[src/hdl/hpc_pkg.sv]
package hpc_pkg;

  // ----------------------------------------
  // command register byte addresses
  // ----------------------------------------
  localparam logic [7:0] CMD_ONE_ADDR   = 8'he5;  // synth, divider, framing
  localparam logic [7:0] CMD_TWO_ADDR   = 8'he6;  // raw configuration byte
  localparam logic [7:0] CMD_THREE_ADDR = 8'he7;  // raw configuration byte
  localparam logic [7:0] CMD_FOUR_ADDR  = 8'he8;  // raw configuration byte
  localparam logic [7:0] CMD_FIVE_ADDR  = 8'he9;  // raw configuration byte
  localparam logic [7:0] CMD_SIX_ADDR   = 8'hf3;  // raw configuration byte
  localparam logic [7:0] CMD_SEVEN_ADDR = 8'hf4;  // seven bit register

  // ----------------------------------------
  // first command register field layout
  // ----------------------------------------
  localparam int FRAMING_BIT  = 7;  // framing mode select
  localparam int DISABLE_BIT  = 6;  // synthesizer disable
  localparam int DIV_MSB      = 5;  // divider code high bit
  localparam int DIV_LSB      = 4;  // divider code low bit
  localparam int MUL_MSB      = 3;  // multiplier code high bit
  localparam int MUL_LSB      = 0;  // multiplier code low bit

  // ----------------------------------------
  // encodings and reset values
  // ----------------------------------------
  localparam logic [3:0] MUL_CODE_INVALID = 4'hf;   // synth output not valid
  localparam logic [4:0] MUL_BASE         = 5'h10;  // factor for code zero
  localparam logic [4:0] MUL_BYPASS       = 5'h01;  // reference used directly
  localparam logic [4:0] MUL_NONE         = 5'h00;  // shown for invalid code
  localparam logic [3:0] DIV_STEP         = 4'h2;   // divisor grows by two
  localparam logic [7:0] CMD_RESET        = 8'h00;  // value after reset
  localparam logic [6:0] CMD_SEVEN_RESET  = 7'h00;  // value after reset

  // ----------------------------------------
  // timing
  // ----------------------------------------
  localparam int CLK_PERIOD_NS = 25;    // system clock period
  localparam int SETTLE_NS     = 1000;  // loop resettle time after change
  localparam int SETTLE_CYC    = (SETTLE_NS + CLK_PERIOD_NS - 1) / CLK_PERIOD_NS;  // rounded up
  localparam logic [7:0] SETTLE_LOAD = 8'(SETTLE_CYC);  // counter preload

endpackage

[src/hdl/hpc_clock_config.sv]
// Contract
// multiplier code 0..E selects factor 16..2
// software never writes multiplier code F
// software keeps synthesized clock near 70 MHz
// divider code selects divide by 2,4,6,8
// divided clock feeds loop, 10-15 MHz
// disable bit bypasses synthesizer, uses reference
// disable clear runs synthesizer from multiplier
// framing bit one enables Z-bit insert/extract
// framing bit zero carries F-bits first
// seven write-only command registers, last 7-bit
// first register: mode, disable, divider, multiplier
// setting change restarts divider and resettle
`timescale 1ns/1ps
`default_nettype none

module hpc_clock_config
  import hpc_pkg::*;
(
  input  wire logic       i_clk_sys,          // 40 MHz system clock
  input  wire logic       i_nrst,             // synchronous reset, active low
  input  wire logic [7:0] i_addr,             // register byte address
  input  wire logic [7:0] i_wdata,            // register write data
  input  wire logic       i_wr,               // write strobe, one cycle
  input  wire logic       i_synth_tick,       // synthesizer clock edge enable
  input  wire logic       i_ref_tick,         // reference pin clock edge enable
  output logic      [4:0] o_synth_multiplier, // effective factor, 0 invalid
  output logic            o_synth_disable,    // synthesizer turned off
  output logic            o_synth_code_invalid, // code F programmed, synthesizer not disabled
  output logic      [3:0] o_hf_divisor,       // high freq clock divisor
  output logic            o_general_divided_clock_en, // divided clock pulse
  output logic            o_framing_mode_select, // 1 Z-bit mode
  output logic            o_zbit_insert_en,   // transmit Z-bit insertion
  output logic            o_zbit_extract_en,  // receive Z-bit extraction
  output logic            o_fbit_carry_en,    // F-bit in first position
  output logic            o_loop_settled,     // recovery loop may be trusted
  output logic      [7:0] o_cmd_two,          // second command byte
  output logic      [7:0] o_cmd_three,        // third command byte
  output logic      [7:0] o_cmd_four,         // fourth command byte
  output logic      [7:0] o_cmd_five,         // fifth command byte
  output logic      [7:0] o_cmd_six,          // sixth command byte
  output logic      [6:0] o_cmd_seven         // seventh command bits
);

  // ----------------------------------------
  // state
  // ----------------------------------------
  typedef struct packed {
    logic [7:0] cmd1;        // first command register
    logic [7:0] cmd2;        // second command register
    logic [7:0] cmd3;        // third command register
    logic [7:0] cmd4;        // fourth command register
    logic [7:0] cmd5;        // fifth command register
    logic [7:0] cmd6;        // sixth command register
    logic [6:0] cmd7;        // seventh command register
    logic [4:0] mult;        // effective multiplier
    logic       invalid;     // code F flag
    logic       zins;        // z-bit insertion
    logic       zext;        // z-bit extraction
    logic       fbit;        // f-bit carriage
    logic [3:0] divisor;     // current divisor
    logic [2:0] div_cnt;     // high freq ticks counted
    logic       div_pulse;   // divided clock pulse
    logic [7:0] settle_cnt;  // resettle countdown
    logic       settled;     // countdown done
  } hpc_state_t;

  hpc_state_t st;       // registered state
  hpc_state_t next_st;  // next state
  logic       hf_tick;  // selected high freq edge
  logic       changed;  // clock setting altered

  // ----------------------------------------
  // next state logic
  // ----------------------------------------
  always_comb begin
    next_st = st;
    changed = 1'b0;
    // register writes, no read path
    if (i_wr) begin
      case (i_addr)
        CMD_ONE_ADDR: begin
          next_st.cmd1 = i_wdata;
          changed = (i_wdata[DISABLE_BIT:MUL_LSB] != st.cmd1[DISABLE_BIT:MUL_LSB]);
        end
        CMD_TWO_ADDR:   next_st.cmd2 = i_wdata;
        CMD_THREE_ADDR: next_st.cmd3 = i_wdata;
        CMD_FOUR_ADDR:  next_st.cmd4 = i_wdata;
        CMD_FIVE_ADDR:  next_st.cmd5 = i_wdata;
        CMD_SIX_ADDR:   next_st.cmd6 = i_wdata;
        CMD_SEVEN_ADDR: next_st.cmd7 = i_wdata[6:0];
        default: ;  // unmapped writes ignored
      endcase
    end
    // effective multiplier from new settings
    if (next_st.cmd1[DISABLE_BIT]) begin
      next_st.mult = MUL_BYPASS;
    end else if (next_st.cmd1[MUL_MSB:MUL_LSB] == MUL_CODE_INVALID) begin
      next_st.mult = MUL_NONE;  // no valid factor
    end else begin
      next_st.mult = MUL_BASE - {1'b0, next_st.cmd1[MUL_MSB:MUL_LSB]};
    end
    next_st.invalid = !next_st.cmd1[DISABLE_BIT] &&
                      (next_st.cmd1[MUL_MSB:MUL_LSB] == MUL_CODE_INVALID);
    next_st.divisor = {1'b0, next_st.cmd1[DIV_MSB:DIV_LSB], 1'b0} + DIV_STEP;
    // framing mode
    next_st.zins = next_st.cmd1[FRAMING_BIT];
    next_st.zext = next_st.cmd1[FRAMING_BIT];
    next_st.fbit = !next_st.cmd1[FRAMING_BIT];
    // divided clock from selected high freq edges
    next_st.div_pulse = 1'b0;
    if (changed) begin
      next_st.div_cnt = 3'h0;
    end else if (hf_tick) begin
      if ({1'b0, st.div_cnt} == st.divisor - 4'h1) begin
        next_st.div_cnt = 3'h0;
        next_st.div_pulse = 1'b1;
      end else begin
        next_st.div_cnt = st.div_cnt + 3'h1;
      end
    end
    // loop resettle countdown
    if (changed) begin
      next_st.settle_cnt = SETTLE_LOAD;
    end else if (st.settle_cnt != 8'h00) begin
      next_st.settle_cnt = st.settle_cnt - 8'h01;
    end
    next_st.settled = (next_st.settle_cnt == 8'h00);
  end

  // reference pin replaces synthesizer when disabled
  assign hf_tick = st.cmd1[DISABLE_BIT] ? i_ref_tick : i_synth_tick;

  // ----------------------------------------
  // state register
  // ----------------------------------------
  always_ff @(posedge i_clk_sys) begin
    if (!i_nrst) begin
      st.cmd1       <= CMD_RESET;
      st.cmd2       <= CMD_RESET;
      st.cmd3       <= CMD_RESET;
      st.cmd4       <= CMD_RESET;
      st.cmd5       <= CMD_RESET;
      st.cmd6       <= CMD_RESET;
      st.cmd7       <= CMD_SEVEN_RESET;
      st.mult       <= MUL_BASE;
      st.invalid    <= 1'b0;
      st.zins       <= 1'b0;
      st.zext       <= 1'b0;
      st.fbit       <= 1'b1;
      st.divisor    <= DIV_STEP;
      st.div_cnt    <= 3'h0;
      st.div_pulse  <= 1'b0;
      st.settle_cnt <= SETTLE_LOAD;
      st.settled    <= 1'b0;
    end else begin
      st <= next_st;
    end
  end

  // ----------------------------------------
  // outputs
  // ----------------------------------------
  assign o_synth_multiplier         = st.mult;
  assign o_synth_disable            = st.cmd1[DISABLE_BIT];
  assign o_synth_code_invalid       = st.invalid;
  assign o_hf_divisor               = st.divisor;
  assign o_general_divided_clock_en = st.div_pulse;
  assign o_framing_mode_select      = st.cmd1[FRAMING_BIT];
  assign o_zbit_insert_en           = st.zins;
  assign o_zbit_extract_en          = st.zext;
  assign o_fbit_carry_en            = st.fbit;
  assign o_loop_settled             = st.settled;
  assign o_cmd_two                  = st.cmd2;
  assign o_cmd_three                = st.cmd3;
  assign o_cmd_four                 = st.cmd4;
  assign o_cmd_five                 = st.cmd5;
  assign o_cmd_six                  = st.cmd6;
  assign o_cmd_seven                = st.cmd7;

  // ----------------------------------------
  // assertions
  // ----------------------------------------
  mult_map_a: assert property (@(posedge i_clk_sys) disable iff (!i_nrst)
    (i_wr && i_addr == CMD_ONE_ADDR && !i_wdata[6] && i_wdata[3:0] != 4'hf)
      |=> o_synth_multiplier == 5'd16 - {1'b0, $past(i_wdata[3:0])})
    else $error("multiplier factor wrong");

  synth_run_a: assert property (@(posedge i_clk_sys) disable iff (!i_nrst)
    (!o_synth_disable && i_synth_tick && !i_ref_tick && !(i_wr && i_addr == CMD_ONE_ADDR))
      |=> (st.div_cnt != $past(st.div_cnt)) || o_general_divided_clock_en)
    else $error("synth edge not counted");

  div_pulse_a: assert property (@(posedge i_clk_sys) disable iff (!i_nrst)
    o_general_divided_clock_en |-> $past(hf_tick) && ($past(st.div_cnt) == 3'(o_hf_divisor - 4'h1)))
    else $error("divided clock pulse early or late");

  div_code_a: assert property (@(posedge i_clk_sys) disable iff (!i_nrst)
    o_hf_divisor == {1'b0, st.cmd1[5:4], 1'b0} + 4'd2)
    else $error("divisor not from bits five to four");

  // divisor follows the written code: 2, 4, 6 or 8
  div_write_a: assert property (@(posedge i_clk_sys) disable iff (!i_nrst)
    (i_wr && i_addr == CMD_ONE_ADDR)
      |=> o_hf_divisor == 4'h2 + 4'h2 * {2'b00, $past(i_wdata[5:4])})
    else $error("divisor does not match written code");

  bypass_ref_a: assert property (@(posedge i_clk_sys) disable iff (!i_nrst)
    (o_synth_disable && !i_ref_tick && !(i_wr && i_addr == CMD_ONE_ADDR))
      |=> !o_general_divided_clock_en && o_synth_multiplier == 5'd1)
    else $error("bypass did not use reference");

  zbit_mode_a: assert property (@(posedge i_clk_sys) disable iff (!i_nrst)
    (i_wr && i_addr == CMD_ONE_ADDR && i_wdata[7]) |=> o_zbit_insert_en && o_zbit_extract_en && !o_fbit_carry_en)
    else $error("z-bit mode not entered");

  fbit_mode_a: assert property (@(posedge i_clk_sys) disable iff (!i_nrst)
    o_fbit_carry_en == !o_framing_mode_select)
    else $error("f-bit carriage mismatch");

  // framing bit cleared by a write leaves z-bit paths off
  fbit_write_a: assert property (@(posedge i_clk_sys) disable iff (!i_nrst)
    (i_wr && i_addr == CMD_ONE_ADDR && !i_wdata[7])
      |=> o_fbit_carry_en && !o_zbit_insert_en && !o_zbit_extract_en)
    else $error("f-bit mode not entered");

  seven_bit_a: assert property (@(posedge i_clk_sys) disable iff (!i_nrst)
    (i_wr && i_addr == CMD_SEVEN_ADDR) |=> o_cmd_seven == $past(i_wdata[6:0]) && $stable(o_cmd_six))
    else $error("seventh register write wrong");

  resettle_a: assert property (@(posedge i_clk_sys) disable iff (!i_nrst)
    (i_wr && i_addr == CMD_ONE_ADDR && i_wdata[6:0] != st.cmd1[6:0]) |=> !o_loop_settled [*8])
    else $error("loop marked settled too soon");

endmodule

`default_nettype wire

[config.mk]
export PLATFORM = sky130hd
export DESIGN_NAME = hpc_clock_config
export DESIGN_NICKNAME = d
export VERILOG_FILES = /design/src/hdl/hpc_pkg.sv /design/src/hdl/hpc_clock_config.sv
export SDC_FILE = /design/constraint.sdc
export NUM_CORES = 1
export LEC_CHECK = 0
export BUFFER_PORTS_ARGS = -buffer_cell sky130_fd_sc_hd__buf_2
export CAP_MARGIN = 20
export CORE_MARGIN = 1
export CORE_UTILIZATION = 30
export DETAILED_ROUTE_END_ITERATION = 12
export PLACE_DENSITY_LB_ADDON = 0.12
export SLEW_MARGIN = 20
export SYNTH_ARGS = -nofsm -noshare
export SYNTH_HDL_FRONTEND = slang
export SYNTH_SLANG_ARGS = --single-unit
[constraint.sdc]
create_clock -name i_clk_sys -period 4.7 [get_ports i_clk_sys]
set_clock_uncertainty 0.05 [all_clocks]
set_input_delay 0.47 -clock i_clk_sys [delete_from_list [all_inputs] [get_ports i_clk_sys]]
set_output_delay 0.47 -clock i_clk_sys [all_outputs]
set_load 0.05 [all_outputs]
**Yosys cells after proc, flatten, opt, wreduce, memory -nomap -nowiden**

Index checks and enable logic that the tools add are counted.

- Add/sub/neg operators: 5
- Equal/unequal tests: 10
- Muxes and demuxes: 17
- Bitwise logic cells: 2
- Reduce and logical (&&, ||, !) cells: 14

Operator list:

| cell | count |
|---|---|
| two-way mux 8 bit | 8 |
| == test 8 bit, second input constant | 7 |
| two-way mux 55 bit | 1 |
| AND reduction 2 bit | 6 |
| two-way mux 5 bit | 2 |
| zero test 8 bit | 1 |
| nonzero test 8 bit | 1 |
| subtractor 8 x 1 -> 8 bit, second input constant | 1 |
| two-way mux 7 bit | 1 |
| != test 7 bit | 1 |
| OR reduction 3 bit | 2 |
| subtractor 5 x 4 -> 5 bit, first input constant | 1 |
| adder 3 x 2 -> 4 bit, second input constant | 1 |
| == test 3 x 4 -> 1 bit | 1 |
| == test 4 bit, second input constant | 1 |
| two-way mux 1 bit | 4 |
| subtractor 4 x 1 -> 4 bit, second input constant | 1 |
| adder 3 x 1 -> 3 bit, second input constant | 1 |
| two-way mux 3 bit | 1 |
| zero test 1 bit | 2 |
| inverter 1 bit | 2 |
| OR reduction 2 bit | 1 |
| logical AND 1 bit | 1 |

- Bits in registers: 80
- Output and inout port bits: 64
- Word-level logic and storage cells: 65

**Depth between registers and ports, before layout**

- Depth after elaboration: 6
- Mapped depth: 10
- Mapped depth without buffers: 9

**Least setup slack after synthesis**

OpenSTA, ideal clock, no wires.

- Path type: input-to-reg
- From: input i_addr[1]
- To: register st, in the netlist o_synth_multiplier[1]
- Setup time: 116 ps
- Data arrival time: 2,337 ps
- Setup slack: 2,197 ps
- Cell stages on the path: 9
- Buffers on the path: 2
- Cells stage by stage: clkbuf_2 nor4_4 buf_6 mux2i_1 inv_1 ha_1 nand3_1 mux2_4 and4_1

RTL lines:

| element | RTL line | RTL |
|---|---|---|
| from (decl) | hpc_clock_config.sv:22 | `input wire logic [7:0] i_addr,` |
| to (signal assigned) | hpc_clock_config.sv:157 | `st <= next_st;` |
| to (decl) | hpc_clock_config.sv:68 | `hpc_state_t st;` |

==> flow_metrics.env <==
export IMPL_outcome="complete, no violations"
export IMPL_h_tree_depth=3
export IMPL_critPathMaxFanout=16
export IMPL_drtIter0Drc=111
export IMPL_netlist_area_mm2=0.00379
export IMPL_min_delay_path_depth=2
export IMPL_die_area_mm2=0.0131
export IMPL_path_delay_family="simple AND/OR/NAND/NOR gates"
export IMPL_tightestPinTransition_ps=905
export IMPL_overflow=0
export IMPL_post_cts_setup_buffers=0
export IMPL_cts_path_max_buffers=2
export IMPL_dp_cells=565
export IMPL_yosys_area_top_type="dfxtp_1"
export IMPL_holdCritStartpoint="i_nrst"
export IMPL_wl_per_cell_um=14.7
export IMPL_syn_num_nets=416
export IMPL_initial_core_util_pct=31.2
export IMPL_r2r_start="st[1]$_SDFF_PN0_"
export IMPL_synthCells=388
export IMPL_totalWireLength_mm=8.52
export IMPL_layout_min_cycle_time_ps=2250
export IMPL_final_core_util_pct=34.3
export IMPL_io_pins=85
export IMPL_cap_violations=0
export IMPL_synthDistinctLibCells=46
export IMPL_reg2regPathDepth=6
export IMPL_fill_cells=1291
export IMPL_fin_crit_sh_pct=47.9
export IMPL_vias=2585
export IMPL_fp_row_count=40
export IMPL_p_leak_nw=1.74
export IMPL_io_buffers=83
export IMPL_fp_dieW_um=114
export IMPL_fin_tns_setup_ps=0
export IMPL_dp_hpwl_mm=5.87
export IMPL_end_kind="flop"
export IMPL_synth_top_area_share_pct=41.2
export IMPL_drc=0
export IMPL_rsz0062_at_grt="no"
export IMPL_track_usage_pct=14.1
export IMPL_antenna_found_initial=0
export IMPL_synth_area_top_cells="dfxtp_1 (41%), mux2i_1 (15%), buf_4 (12%), nor2_1 (6.0%), xor2_1 (3.2%)"
export IMPL_clkTransAtPathRegs_ps=50
export IMPL_cp_slowest_stage_delay_ps=300
export IMPL_hold_path_endpoint="o_hf_divisor[1]$_SDFF_PN1_"
export IMPL_ys_seq_area_share_pct=41.2
export IMPL_regToRegSetupSlack_ps=2640
export IMPL_grt_pass1_wl_mm=13.5
export IMPL_final_nets=436
export IMPL_setup_viol=0
export IMPL_cts_tree="yes"
export IMPL_fmax_mhz=444
export IMPL_critPathLaunchType="input port"
export IMPL_layout_drive_gt1_share_pct=27.9
export IMPL_clock_sinks=78
export IMPL_drt_vias_per_instance=4.46
export IMPL_hold_path_class="input port to flop"
export IMPL_path_cells="buf_2 -> nand3b_2 -> nor4_4 -> buf_4 -> mux2i_1 -> inv_1 -> ha_1 -> nand3_1 -> mux2_4 -> and4_1"
export IMPL_required_ps=4880
export IMPL_vdd_drop_max_mv=0.232
export IMPL_critical_path_class="input port to flop"
export IMPL_mostFrequentLayoutCell="buf_2"
export IMPL_hold_viol=0
export IMPL_synth_area_per_cell_um2=9.77
export IMPL_grt_pass1_vias=2484
export IMPL_core_area_mm2=0.0122
export IMPL_slew_violations=0
export IMPL_ant_nets=0
export IMPL_crit_arrival_ps=2440
export IMPL_postCtsResizedCells=0
export IMPL_ys_ff_latch=78
export IMPL_clockRootBuffer="clkbuf_16"
export IMPL_hold_buffers=0
export IMPL_finalWeightedCongestion=0.735
export IMPL_relSlewSlack_pct=39.3
export IMPL_worst_path_buf_inv=3
export IMPL_slowest_stage="nand3b_2"
export IMPL_syn_to_final_growth_pct=10.1
export IMPL_n_antenna_cell=0
export IMPL_grt_max_degree=47
export IMPL_powerDensity_mw_per_mm2=338
export IMPL_yosysWarningCount=0
export IMPL_die_h_um=114
export IMPL_firstDrtPassIters=4
export IMPL_clk_latency_ps=340
export IMPL_fin_cells=580
export IMPL_final_cell_mix="buf_2 (83), dfxtp_1 (78), nor2_1 (61)"
export IMPL_worst_r2r_endpoint="o_loop_settled$_SDFF_PN0_"
export IMPL_cts_buffers=9
## sequential cells by signal (all words and copies together), names as in the netlist
| register | cells |
|---|---|
| o_framing_mode_select | 1 |
| o_cmd_three | 8 |
| o_cmd_seven | 7 |
| o_synth_code_invalid | 1 |
| o_synth_multiplier | 5 |
| o_general_divided_clock_en | 1 |
| o_cmd_four | 8 |
| st | 17 |
| o_cmd_two | 8 |
| o_loop_settled | 1 |
| o_synth_disable | 1 |
| o_fbit_carry_en | 1 |
| o_hf_divisor | 3 |
| o_cmd_six | 8 |
| o_cmd_five | 8 |
## layer usage
layer,up-vias,routed length (um),GRT usage (%)
met5,-,0,0
met4,0,119,5.19
met3,8,510,5.93
met2,55,3990,22.1
met1,1226,3900,17.2
li1,1296,-,-
## how the worst max path moves through the flow
stage                     depth (start not counted)       from                                to
after floorplan                                   9  i_addr[1]  o_synth_multiplier[1]$_SDFF_PP0_
after global placement                           10  i_addr[4]  o_synth_multiplier[1]$_SDFF_PP0_
after detailed placement                         10  i_addr[4]  o_synth_multiplier[2]$_SDFF_PP0_
after CTS                                        10  i_addr[4]  o_synth_multiplier[2]$_SDFF_PP0_
after global routing                             10  i_addr[3]  o_synth_multiplier[0]$_SDFF_PN0_
final                                            10  i_addr[3]  o_synth_multiplier[1]$_SDFF_PP0_
## report_power, final
part | switching, mW | total (mW) | internal (mW)
combinational | 0.0697 | 0.108 | 0.0386
clock | 0.265 | 0.616 | 0.350
sequential | 0.0148 | 0.688 | 0.673
total | 0.350 | 1.41 | 1.06
## through the flow
step / total power [mW] / hold slack (ps) / worst slack, ps / cell area, um2
finish: 1.41 / 363 / 2450 / 4170
detailed placement: 0.813 / 429 / 2080 / 3920
CTS: 1.44 / 366 / 2450 / 4170
global route: 1.48 / 403 / 2290 / 4170
global placement: 0.813 / 420 / 2140 / 3920
floorplan: 0.778 / 409 / 2200 / 3790
## logic make-up (layout without fill, tap and decap cells)
family / count (synthesis) / count (layout) / synth area share (%)
flops: 78 / 78 / 41.2
xor+xnor: 16 / 16 / 3.70
buf+inv: 87 / 111 / 14.9
fa+ha+maj: 7 / 7 / 2.31
compound gates: 22 / 22 / 3.79
mux: 59 / 59 / 15.7
simple gates: 118 / 118 / 18.2
other cells: 1 / 1 / 0.0989
## worst reg2reg max path, delay by kind of cell, from the launching register on
kind	cells	cell delay [ps]
buffers and inverters	1	140
DFF	1	350
adders and majority gates	1	190
and+or+nand+nor	4	1190
## synth_stat cells, drive strengths merged
library cell	instances
dfxtp	78
buf	66
nor2	61
mux2i	57
xor2	14
clkbuf	11
inv	10
nor3	9
nor4	8
ha	7
a21oi	6
nand2	6
o21ai	5
nand2b	4
nand3b	4
a211oi	3
and2	3
nand3	3
nand4	3
nor3b	3
nor4b	3
o211ai	3
mux2	2
o31ai	2
or4	2
or4b	2
xnor2	2
a21o	1
a2bb2oi	1
a31oi	1
and3	1
and4	1
and4b	1
conb	1
nand4b	1
nor2b	1
or3	1
or3b	1
## cell type report
| class | instances | area, um2 | share of cell area [%] |
|---|---|---|---|
| clock buffer | 10 | 229 | 5.49 |
| inverter | 10 | 37.5 | 0.899 |
| sequential | 78 | 1560 | 37.4 |
| tap | 168 | 210 | 5.04 |
| clock inverter | 5 | 27.5 | 0.659 |
| multi-input combinational | 223 | 1670 | 40.0 |
| timing repair buffer | 86 | 438 | 10.5 |
(Power assumes the default switching activity.)
